===== src/ecf_pkg.sv =====
// shared constants for the charge parameter frame encoder
package ecf_pkg;

	// register byte offsets on the AXI4-Lite slave
	localparam logic [7:0] OFS_CTRL   = 8'h00;
	localparam logic [7:0] OFS_BATT   = 8'h04;
	localparam logic [7:0] OFS_TIME   = 8'h08;
	localparam logic [7:0] OFS_TARGET = 8'h0c;
	localparam logic [7:0] OFS_STATE  = 8'h10;
	localparam logic [7:0] OFS_STATUS = 8'h14;

	// writable bits of each register; the rest read as zero
	localparam logic [31:0] MASK_CTRL   = 32'h0000_0001;
	localparam logic [31:0] MASK_BATT   = 32'hffff_ffff;
	localparam logic [31:0] MASK_TIME   = 32'h00ff_ffff;
	localparam logic [31:0] MASK_TARGET = 32'hffff_ffff;
	localparam logic [31:0] MASK_STATE  = 32'h001f_1fff;

	// reset values
	localparam logic [31:0] RST_CTRL   = 32'h0000_0000;
	localparam logic [31:0] RST_BATT   = 32'h0000_0000;
	localparam logic [31:0] RST_TIME   = 32'h0000_0000;
	localparam logic [31:0] RST_TARGET = 32'h0000_0000;
	localparam logic [31:0] RST_STATE  = 32'h0000_0000;

	// field positions inside the registers
	localparam int CTRL_EN_BIT    = 0;
	localparam int BATT_VMAX_LSB  = 0;
	localparam int BATT_CAP_LSB   = 16;
	localparam int TIME_T10S_LSB  = 0;
	localparam int TIME_TMIN_LSB  = 8;
	localparam int TIME_EST_LSB   = 16;
	localparam int TGT_PROTO_LSB  = 0;
	localparam int TGT_VOLT_LSB   = 8;
	localparam int TGT_CURR_LSB   = 24;
	localparam int STATE_RATE_LSB = 0;
	localparam int STATE_FLAG_LSB = 8;
	localparam int STATE_FLT_LSB  = 16;

	// frame identifiers and limits
	localparam logic [10:0] ID_LIMITS = 11'h100;
	localparam logic [10:0] ID_TIMES  = 11'h101;
	localparam logic [10:0] ID_LIVE   = 11'h102;
	localparam logic [3:0]  FRAME_LEN = 4'h8;
	localparam logic [7:0]  RATE_REF  = 8'h64;
	localparam logic [7:0]  EST_MAX   = 8'hfe;
	localparam logic [15:0] VOLT_MAX  = 16'h0258;
	localparam logic [7:0]  RATE_MAX  = 8'h64;

	// AXI responses
	localparam logic [1:0] RESP_OKAY   = 2'b00;
	localparam logic [1:0] RESP_SLVERR = 2'b10;

	// timing
	localparam int CLK_FREQ_HZ      = 10_000_000;
	localparam int FRAME_PERIOD_MS  = 100;
	localparam int FRAME_PERIOD_CYC = CLK_FREQ_HZ / 1000 * FRAME_PERIOD_MS;

	typedef enum logic [1:0] {
		SEND_IDLE,
		SEND_BUSY
	} ecf_send_t;

endpackage


===== src/ecf_tick_if.sv =====
// carrier between the encoder and its refresh divider
`timescale 1ns/1ns
interface ecf_tick_if;
	logic enable;
	logic tick;
	modport divider (input enable, output tick);
	modport user    (output enable, input tick);
endinterface

===== src/ecf_frame_encoder.sv =====
// vehicle charge parameter frame encoder with AXI4-Lite registers
//
// How it works
// - max battery voltage in bytes 4-5 of frame 100h, 1 V, every 100 ms.
// - rated capacity in bytes 5-6 of frame 101h, 0.11 kWh per bit.
// - byte 6 of frame 100h is always 100, the rate reference.
// - maximum charging time in 10 s units in byte 1 of 101h.
// - maximum charging time in minutes in byte 2 of 101h.
// - estimated remaining minutes in byte 3 of 101h, limited to 254.
// - protocol version number in byte 0 of frame 102h.
// - target inlet voltage in bytes 1-2 of 102h, limited to 600.
// - charging current request in byte 3 of 102h, refreshed every 100 ms.
// - charging rate percent in byte 6 of 102h, limited to 100.
// - byte 5 bit 0 of 102h is charge permission, 1 enabled.
// - byte 5 bit 1 of 102h is 1 when gear not in park.
// - byte 5 bit 2 of 102h flags a detected system malfunction.
// - byte 5 bit 3 of 102h is 1 once contactor open or weld done.
// - byte 5 bit 4 of 102h requests a normal stop.
// - byte 4 bit 0 of 102h flags battery overvoltage.
// - byte 4 bit 1 of 102h flags battery undervoltage.
// - byte 4 bits 2-4: current deviation, overtemperature, voltage deviation.
`timescale 1ns/1ns
module ecf_frame_encoder
	import ecf_pkg::*;
#(
	parameter int PERIOD_CYC = FRAME_PERIOD_CYC
) (
	input  wire logic        clk,
	input  wire logic        resetn,
	// AXI4-Lite slave
	input  wire logic [7:0]  s_axi_awaddr,
	input  wire logic        s_axi_awvalid,
	output logic             s_axi_awready,
	input  wire logic [31:0] s_axi_wdata,
	input  wire logic [3:0]  s_axi_wstrb,
	input  wire logic        s_axi_wvalid,
	output logic             s_axi_wready,
	output logic [1:0]       s_axi_bresp,
	output logic             s_axi_bvalid,
	input  wire logic        s_axi_bready,
	input  wire logic [7:0]  s_axi_araddr,
	input  wire logic        s_axi_arvalid,
	output logic             s_axi_arready,
	output logic [31:0]      s_axi_rdata,
	output logic [1:0]       s_axi_rresp,
	output logic             s_axi_rvalid,
	input  wire logic        s_axi_rready,
	// frame stream towards the CAN controller
	output logic             txValid,
	input  wire logic        txReady,
	output logic [10:0]      txId,
	output logic [3:0]       txLen,
	output logic [63:0]      txData
);

	////////////////////////////////////////////////////////////////////////
	// register bus

	logic        awHeld, next_awHeld, wHeld, next_wHeld;
	logic        bValidQ, next_bValidQ, rValidQ, next_rValidQ;
	logic [7:0]  awAddrQ, next_awAddrQ;
	logic [3:0]  wStrbQ, next_wStrbQ;
	logic [1:0]  bRespQ, next_bRespQ, rRespQ, next_rRespQ;
	logic [31:0] wDataQ, next_wDataQ, rDataQ, next_rDataQ;

	logic [31:0] regCtrl, next_regCtrl, regBatt, next_regBatt;
	logic [31:0] regTime, next_regTime, regTarget, next_regTarget;
	logic [31:0] regState, next_regState, statusWord, byteMask;
	logic        doWrite;

	assign s_axi_awready = !awHeld;
	assign s_axi_wready  = !wHeld;
	assign s_axi_bvalid  = bValidQ;
	assign s_axi_bresp   = bRespQ;
	assign s_axi_arready = !rValidQ;
	assign s_axi_rvalid  = rValidQ;
	assign s_axi_rdata   = rDataQ;
	assign s_axi_rresp   = rRespQ;

	// held write data merged by its byte strobes, then cut to live bits
	function automatic logic [31:0] merge(input logic [31:0] old,
		input logic [31:0] live);
		merge = ((old & ~byteMask) | (wDataQ & byteMask)) & live;
	endfunction

	// address and data are held separately, the write lands once both are in
	always_comb begin
		next_awHeld    = awHeld;
		next_awAddrQ   = awAddrQ;
		next_wHeld     = wHeld;
		next_wDataQ    = wDataQ;
		next_wStrbQ    = wStrbQ;
		next_bValidQ   = bValidQ;
		next_bRespQ    = bRespQ;
		next_regCtrl   = regCtrl;
		next_regBatt   = regBatt;
		next_regTime   = regTime;
		next_regTarget = regTarget;
		next_regState  = regState;
		byteMask = {{8{wStrbQ[3]}}, {8{wStrbQ[2]}}, {8{wStrbQ[1]}}, {8{wStrbQ[0]}}};
		doWrite = awHeld && wHeld && !bValidQ;
		if (s_axi_awvalid && !awHeld) begin
			next_awHeld  = 1'b1;
			next_awAddrQ = s_axi_awaddr;
		end
		if (s_axi_wvalid && !wHeld) begin
			next_wHeld  = 1'b1;
			next_wDataQ = s_axi_wdata;
			next_wStrbQ = s_axi_wstrb;
		end
		if (bValidQ && s_axi_bready) begin
			next_bValidQ = 1'b0;
		end
		if (doWrite) begin
			next_awHeld  = 1'b0;
			next_wHeld   = 1'b0;
			next_bValidQ = 1'b1;
			next_bRespQ  = RESP_OKAY;
			case (awAddrQ)
				OFS_CTRL:   next_regCtrl   = merge(regCtrl, MASK_CTRL);
				OFS_BATT:   next_regBatt   = merge(regBatt, MASK_BATT);
				OFS_TIME:   next_regTime   = merge(regTime, MASK_TIME);
				OFS_TARGET: next_regTarget = merge(regTarget, MASK_TARGET);
				OFS_STATE:  next_regState  = merge(regState, MASK_STATE);
				OFS_STATUS: next_bRespQ = RESP_OKAY; // read only, write dropped
				default: next_bRespQ = RESP_SLVERR;
			endcase
		end
	end

	// reads answer one cycle after the address is taken
	always_comb begin
		next_rValidQ = rValidQ;
		next_rDataQ  = rDataQ;
		next_rRespQ  = rRespQ;
		if (rValidQ && s_axi_rready) begin
			next_rValidQ = 1'b0;
		end
		if (s_axi_arvalid && !rValidQ) begin
			next_rValidQ = 1'b1;
			next_rRespQ  = RESP_OKAY;
			case (s_axi_araddr)
				OFS_CTRL:   next_rDataQ = regCtrl;
				OFS_BATT:   next_rDataQ = regBatt;
				OFS_TIME:   next_rDataQ = regTime;
				OFS_TARGET: next_rDataQ = regTarget;
				OFS_STATE:  next_rDataQ = regState;
				OFS_STATUS: next_rDataQ = statusWord;
				default: begin
					next_rDataQ = 32'h0000_0000;
					next_rRespQ = RESP_SLVERR;
				end
			endcase
		end
	end

	always_ff @(posedge clk or negedge resetn) begin
		if (!resetn) begin
			awHeld    <= 1'b0;
			awAddrQ   <= 8'h00;
			wHeld     <= 1'b0;
			wDataQ    <= 32'h0000_0000;
			wStrbQ    <= 4'h0;
			bValidQ   <= 1'b0;
			bRespQ    <= RESP_OKAY;
			rValidQ   <= 1'b0;
			rDataQ    <= 32'h0000_0000;
			rRespQ    <= RESP_OKAY;
			regCtrl   <= RST_CTRL;
			regBatt   <= RST_BATT;
			regTime   <= RST_TIME;
			regTarget <= RST_TARGET;
			regState  <= RST_STATE;
		end else begin
			awHeld    <= next_awHeld;
			awAddrQ   <= next_awAddrQ;
			wHeld     <= next_wHeld;
			wDataQ    <= next_wDataQ;
			wStrbQ    <= next_wStrbQ;
			bValidQ   <= next_bValidQ;
			bRespQ    <= next_bRespQ;
			rValidQ   <= next_rValidQ;
			rDataQ    <= next_rDataQ;
			rRespQ    <= next_rRespQ;
			regCtrl   <= next_regCtrl;
			regBatt   <= next_regBatt;
			regTime   <= next_regTime;
			regTarget <= next_regTarget;
			regState  <= next_regState;
		end
	end

	////////////////////////////////////////////////////////////////////////
	// refresh period

	ecf_tick_if tk ();

	assign tk.enable = regCtrl[CTRL_EN_BIT];

	ecf_tick_div #(.PERIOD_CYC(PERIOD_CYC)) ecf_tick_div_inst (
		.clk(clk), .resetn(resetn), .tk(tk));

	////////////////////////////////////////////////////////////////////////
	// frame packing

	// byte b of the payload sits at bits 8*b+7 .. 8*b, all else zero
	function automatic logic [63:0] pack(input logic [1:0] idx,
		input logic [31:0] b, input logic [31:0] t,
		input logic [31:0] g, input logic [31:0] s);
		logic [63:0] d;
		logic [7:0]  est, rate;
		logic [15:0] volt;
		d    = 64'h0;
		est  = t[TIME_EST_LSB +: 8];
		volt = g[TGT_VOLT_LSB +: 16];
		rate = s[STATE_RATE_LSB +: 8];
		case (idx)
			2'd0: begin
				d[39:32] = b[BATT_VMAX_LSB +: 8];
				d[47:40] = b[BATT_VMAX_LSB + 8 +: 8];
				d[55:48] = RATE_REF;
			end
			2'd1: begin
				d[15:8]  = t[TIME_T10S_LSB +: 8];
				d[23:16] = t[TIME_TMIN_LSB +: 8];
				d[31:24] = (est > EST_MAX) ? EST_MAX : est;
				d[47:40] = b[BATT_CAP_LSB +: 8];
				d[55:48] = b[BATT_CAP_LSB + 8 +: 8];
			end
			2'd2: begin
				d[7:0] = g[TGT_PROTO_LSB +: 8];
				if (volt > VOLT_MAX) begin
					volt = VOLT_MAX;
				end
				d[23:8]  = volt;
				d[31:24] = g[TGT_CURR_LSB +: 8];
				// fault flags: overvolt, undervolt, current, temp, volt dev
				d[36:32] = s[STATE_FLT_LSB +: 5];
				// status: enable, shift, fault, contactor, stop request
				d[44:40] = s[STATE_FLAG_LSB +: 5];
				d[55:48] = (rate > RATE_MAX) ? RATE_MAX : rate;
			end
			default: d = 64'h0;
		endcase
		pack = d;
	endfunction

	function automatic logic [10:0] frameIdOf(input logic [1:0] idx);
		case (idx)
			2'd0:    frameIdOf = ID_LIMITS;
			2'd1:    frameIdOf = ID_TIMES;
			default: frameIdOf = ID_LIVE;
		endcase
	endfunction

	////////////////////////////////////////////////////////////////////////
	// frame sequencer

	ecf_send_t   sendState, next_sendState;
	logic [1:0]  frameIdx, next_frameIdx;
	logic        txValidQ, next_txValidQ;
	logic [10:0] txIdQ, next_txIdQ;
	logic [63:0] txDataQ, next_txDataQ;
	logic [7:0]  sentCount, next_sentCount, overrunCount, next_overrunCount;

	assign txValid = txValidQ;
	assign txId    = txIdQ;
	assign txLen   = FRAME_LEN;
	assign txData  = txDataQ;

	assign statusWord = {8'h00, overrunCount, sentCount, 4'h0,
		frameIdx, 1'b0, (sendState == SEND_BUSY)};

	// each tick taken in SEND_IDLE sends 100h, 101h, 102h in turn; payload is frozen once offered
	always_comb begin
		next_sendState    = sendState;
		next_frameIdx     = frameIdx;
		next_txValidQ     = txValidQ;
		next_txIdQ        = txIdQ;
		next_txDataQ      = txDataQ;
		next_sentCount    = sentCount;
		next_overrunCount = overrunCount;
		case (sendState)
			SEND_IDLE: begin
				if (tk.tick) begin
					next_sendState = SEND_BUSY;
					next_frameIdx  = 2'd0;
					next_txValidQ  = 1'b1;
					next_txIdQ     = frameIdOf(2'd0);
					next_txDataQ   = pack(2'd0, regBatt, regTime, regTarget, regState);
				end
			end
			SEND_BUSY: begin
				// a slow bus must not stack periods; the lost one is counted
				if (tk.tick) begin
					next_overrunCount = overrunCount + 8'h01;
				end
				if (txValidQ && txReady) begin
					next_sentCount = sentCount + 8'h01;
					if (frameIdx == 2'd2) begin
						next_sendState = SEND_IDLE;
						next_txValidQ  = 1'b0;
					end else begin
						next_frameIdx = frameIdx + 2'd1;
						next_txIdQ    = frameIdOf(frameIdx + 2'd1);
						next_txDataQ  = pack(frameIdx + 2'd1, regBatt,
							regTime, regTarget, regState);
					end
				end
			end
			default: begin
				next_sendState = SEND_IDLE;
				next_txValidQ  = 1'b0;
			end
		endcase
	end

	always_ff @(posedge clk or negedge resetn) begin
		if (!resetn) begin
			sendState    <= SEND_IDLE;
			frameIdx     <= 2'd0;
			txValidQ     <= 1'b0;
			txIdQ        <= 11'h000;
			txDataQ      <= 64'h0;
			sentCount    <= 8'h00;
			overrunCount <= 8'h00;
		end else begin
			sendState    <= next_sendState;
			frameIdx     <= next_frameIdx;
			txValidQ     <= next_txValidQ;
			txIdQ        <= next_txIdQ;
			txDataQ      <= next_txDataQ;
			sentCount    <= next_sentCount;
			overrunCount <= next_overrunCount;
		end
	end

endmodule // ecf_frame_encoder


===== src/ecf_tick_div.sv =====
// refresh period divider producing a one-cycle enable pulse
`timescale 1ns/1ns
module ecf_tick_div
	import ecf_pkg::*;
#(
	parameter int PERIOD_CYC = FRAME_PERIOD_CYC
) (
	input  wire logic   clk,
	input  wire logic   resetn,
	ecf_tick_if.divider tk
);
	localparam int CW = $clog2(PERIOD_CYC + 1);
	localparam logic [CW-1:0] LAST = CW'(PERIOD_CYC - 1);

	logic [CW-1:0] count;
	logic [CW-1:0] next_count;
	logic          pulse;
	logic          next_pulse;

	// free count while enabled; restarting keeps the first frame a period away
	always_comb begin
		next_count = count;
		next_pulse = 1'b0;
		if (!tk.enable) begin
			next_count = '0;
		end else if (count == LAST) begin
			next_count = '0;
			next_pulse = 1'b1;
		end else begin
			next_count = count + CW'(1);
		end
	end

	always_ff @(posedge clk or negedge resetn) begin
		if (!resetn) begin
			count <= '0;
			pulse <= 1'b0;
		end else begin
			count <= next_count;
			pulse <= next_pulse;
		end
	end

	assign tk.tick = pulse;
endmodule // ecf_tick_div


===== config.mk =====
export PLATFORM = sky130hd
export DESIGN_NAME = ecf_frame_encoder
export DESIGN_NICKNAME = d
export VERILOG_FILES = /design/src/ecf_pkg.sv /design/src/ecf_tick_if.sv /design/src/ecf_frame_encoder.sv /design/src/ecf_tick_div.sv
export SDC_FILE = /design/constraint.sdc
export NUM_CORES = 1
export LEC_CHECK = 0
export BUFFER_PORTS_ARGS = -buffer_cell sky130_fd_sc_hd__buf_2
export CORE_MARGIN = 2
export CORE_UTILIZATION = 57
export CTS_CLUSTER_SIZE = 10
export DETAILED_ROUTE_END_ITERATION = 10
export PLACE_DENSITY = 0.77
export SYNTH_ARGS = -nofsm -noshare
export SYNTH_HDL_FRONTEND = slang
export SYNTH_SLANG_ARGS = --single-unit

===== constraint.sdc =====
create_clock -name clk -period 2.8 [get_ports clk]
set_input_delay 0.14 -clock clk [delete_from_list [all_inputs] [get_ports clk]]
set_output_delay 0.14 -clock clk [all_outputs]
set_load 0.1 [all_outputs]

==> results.toml <==
[clock_tree]
insertion_delay_ns = 0.50
tritoncts.num_buffers = 34
clockBufferDepth = 3
root_buffer = "sky130_fd_sc_hd__clkbuf_16"
clock_sink_count = 287
post_cts.repair.setup_buffers = 0
h_tree_depth = 2
cts_clock_pin_slew_for_the_worst_setup_and_hold_paths_ns = 0.05
tritoncts = "yes"

[setup_path]
setup.worst_path.end_class = "flop"
worstSetupStartpointType = "flop"
criticalPathCategory = "flop to flop"
timing.critical_path.cells = "or4_4 > nor4_1 > buf_4 > nand2_1 > mux2_2"
crit_path_buffers_inverters = 1
worst_path_largest_cell_delay_ns = 0.58
cp_data_arrival_time_ns = 2.62
worst-path-max-fanout = 8
worst_path_max_delay_cell = "sky130_fd_sc_hd__or4_4"
cp_data_required_time_ns = 3.18
critical_path.top_delay_family = "simple AND/OR/NAND/NOR gates"

[layout]
final_layout_size_suffix_gt1_frac = 0.333
layout.cells.most_common_list = "287 x sky130_fd_sc_hd__dfrtp_1, 165 x sky130_fd_sc_hd__mux2_2, 157 x sky130_fd_sc_hd__buf_2"
num-nets-final = 1310
antennaDiodeCount = 0
post-route-cell-area_um2 = 15300
layout_commonest_cell = "sky130_fd_sc_hd__dfrtp_1"
flow.area_growth_from_synthesis_pct = 20.5
fillers = 1546
multi_input_area_um2 = 5200
post_layout_nonfiller_instances = 1525
final-seq-area_um2 = 7180

[placement]
dpl.hpwl_mm = 23.2
portBuffers = 158
dpl_cell_area_um2 = 13900
globalplace.congestion = 0.844
place_inst = 1437

[global_route]
grt_pass1_vias = 9261
grt_max_degree = 97
grt_antenna_before_repair = 0
grt_overflow = 0
grt_first_pass_wirelength_mm = 52.2
globalRouteTotalUtil = 0.283

[sta]
finalCritPeriodShare = 0.800
fmax_ghz = 0.446
unrepaired_setup_endpoints_after_global_routing = "false"
finalWorstPathRequiredPeriod_ns = 2.24
max_slew_margin = 0.486
setup_violations = 0
hold_ws_ns = 0.101
pins_over_their_slew_limit = 0
tightestPinTransition_ns = 0.771
fin_hold_viols = 0
finalSetupTns_ns = 0
clock_skew_ns = 0.0182

[route]
dr_total_vias = 9258
drt_first_iter_violations = 756
wl_per_cell_um = 21.5
first_pass_iteration_count_of_the_detailed_router = 6
via_per_inst = 6.07
post-route-drc-count = 0
drtAntennaViolNets = 0
routed_wl_mm = 32.8

[floorplanning]
start_util = 0.580
io_pins = 181
floorplan.core_area_um2 = 21800
die_w_um = 153
die_height_um = 153
rows = 54
die_area_um2 = 23400

[synth]
total_standard_cell_area_after_synthesis_um2 = 12700
ys_seq_area_frac = 0.567
async_flop_share = 1.00
synthesis.yosys.warnings = 0
synth-adder-area-share = 0.00692
xor_and_xnor_fraction_of_the_mapped_netlist_area = 0.0180
synthMuxAreaShare = 0.179
synthesis.area_per_instance_um2 = 12.5
synth_flop_cell = "sky130_fd_sc_hd__dfrtp_1"
synthSimpleGateAreaFrac = 0.0943
synth-edff-count = 0
synth-compound-area-share = 0.104
number_of_instances_in_the_synthesized_netlist = 1017
synth_top_family_by_area = "multiplexers"
yosys_register_bits = 287
post_synth_num_cell_types = 61

[status]
outcome = "finished, final reports clean"

[run]
max-cap-violations = 0

[pwr]
peakVddDrop_mv = 0.734
power_density_nw_per_um2 = 888
p_leak_nw = 7.57

[hold_path]
min_path_type = "input pin to flop"
## where the power goes
group / leakage, nW / internal (W) / switching [W]
Sequential: 3.85 / 0.00492 / 0.000978
Combinational: 3.28 / 0.00121 / 0.00267
Clock: 0.444 / 0.00223 / 0.00154
## repair_timing
item / in CTS / in global routing
resized for setup: 0 / 0
hold endpoints to repair: 140 / 0
setup endpoints to repair: 0 / 0
hold buffers: 50 / 0
## layout make-up
| cell class | count | share of cell area |
|---|---|---|
| Clock buffer | 37 | 0.0586 |
| Clock inverter | 1 | 0.000574 |
| Inverter | 8 | 0.00197 |
| Multi-Input combinational cell | 669 | 0.341 |
| Sequential cell | 287 | 0.471 |
| Tap cell | 280 | 0.0230 |
| Timing Repair Buffer | 243 | 0.104 |
## logic make-up (layout without fill, tap and decap cells)
| group | after synthesis | count (layout) |
|---|---|---|
| compound gates | 185 | 185 |
| buf+inv | 81 | 289 |
| simple gates | 225 | 225 |
| flops | 287 | 287 |
| mux | 204 | 204 |
| xor+xnor | 26 | 26 |
| other cells | 2 | 22 |
| fa+ha+maj | 7 | 7 |
## worst paths after layout
path / from / end / slack, ns / cells after the start
min reg2reg: txData[1] / txData[1] / 0.46 / 2
min: s_axi_araddr[0] / s_axi_rresp[1] / 0.10 / 4
max: awAddrQ[0] / flop / 0.56 / 5
max reg2reg: awAddrQ[0] / flop / 0.56 / 5
max in group asynchronous: resetn / asynchronous set/reset pin / 1.56 / 3
min in group asynchronous: resetn / s_axi_rvalid / 0.27 / 2
## cells in the mapped netlist (3+ instances only)
cell type                    n  area share
sky130_fd_sc_hd__a222oi_1    5      0.0040
sky130_fd_sc_hd__a32oi_1     3      0.0021
sky130_fd_sc_hd__nand2b_1    5      0.0025
sky130_fd_sc_hd__nor2_1     38       0.011
sky130_fd_sc_hd__and2_1     11      0.0054
sky130_fd_sc_hd__and3_1     12      0.0059
sky130_fd_sc_hd__a211oi_1    4      0.0024
sky130_fd_sc_hd__clkbuf_1   42       0.012
sky130_fd_sc_hd__a21o_1      3      0.0018
sky130_fd_sc_hd__o22a_1      3      0.0021
sky130_fd_sc_hd__xnor2_1    10      0.0069
sky130_fd_sc_hd__ha_1        7      0.0069
sky130_fd_sc_hd__o221ai_1    6      0.0041
sky130_fd_sc_hd__inv_1       7      0.0021
sky130_fd_sc_hd__nand3b_1    6      0.0036
sky130_fd_sc_hd__a221o_1    12      0.0095
sky130_fd_sc_hd__nand2_1    71       0.021
sky130_fd_sc_hd__nor2b_1     5      0.0025
sky130_fd_sc_hd__dfrtp_1   287        0.57
sky130_fd_sc_hd__mux2_2    165        0.15
sky130_fd_sc_hd__o31ai_1    10      0.0059
sky130_fd_sc_hd__a22o_1     24       0.017
sky130_fd_sc_hd__or4_1       3      0.0018
sky130_fd_sc_hd__nand3_1    30       0.012
sky130_fd_sc_hd__nand3_2     4      0.0032
sky130_fd_sc_hd__or3_1       4      0.0020
sky130_fd_sc_hd__buf_1       8      0.0024
sky130_fd_sc_hd__nand4_1    11      0.0054
sky130_fd_sc_hd__a21oi_1    19      0.0075
sky130_fd_sc_hd__a22oi_1    29       0.017
sky130_fd_sc_hd__nand3b_2    3      0.0027
sky130_fd_sc_hd__xor2_1     16       0.011
sky130_fd_sc_hd__nor4_1      4      0.0020
sky130_fd_sc_hd__buf_4      23       0.014
sky130_fd_sc_hd__nor3_1      4      0.0016
sky130_fd_sc_hd__mux2i_1    38       0.030
sky130_fd_sc_hd__o21ai_0    51       0.020
sky130_fd_sc_hd__a221oi_1    5      0.0035
## routing by layer
metal  GRT usage  wire length (µm)  up-vias  part of all wire
met3      0.0567              2330       76             0.071
met4       0.109              1190        0             0.036
met2       0.438             15200      354              0.46
li1            -                 -     4130                 -
met5           0                 0        -                 0
met1       0.397             14100     4698              0.43
## worst register-to-register path, cell delays in order, from the launching register on
cell                      delay, ns
sky130_fd_sc_hd__dfrtp_1       0.38
sky130_fd_sc_hd__or4_4         0.58
sky130_fd_sc_hd__nor4_1        0.35
sky130_fd_sc_hd__buf_4         0.21
sky130_fd_sc_hd__nand2_1       0.23
sky130_fd_sc_hd__mux2_2        0.36
## per-stage QoR
step,power [W],utilization,worst slack [ns]
6_report,0.0135,0.699,0.559
5_1_grt,0.0141,0.699,0.391
4_1_cts,0.0136,0.699,0.527
3_5_place_dp,0.00973,0.635,0.544
3_3_place_gp,0.00963,0.635,0.635
2_1_floorplan,0.00856,-,0.315
No activity file was read; power rests on OpenSTA's default activity.
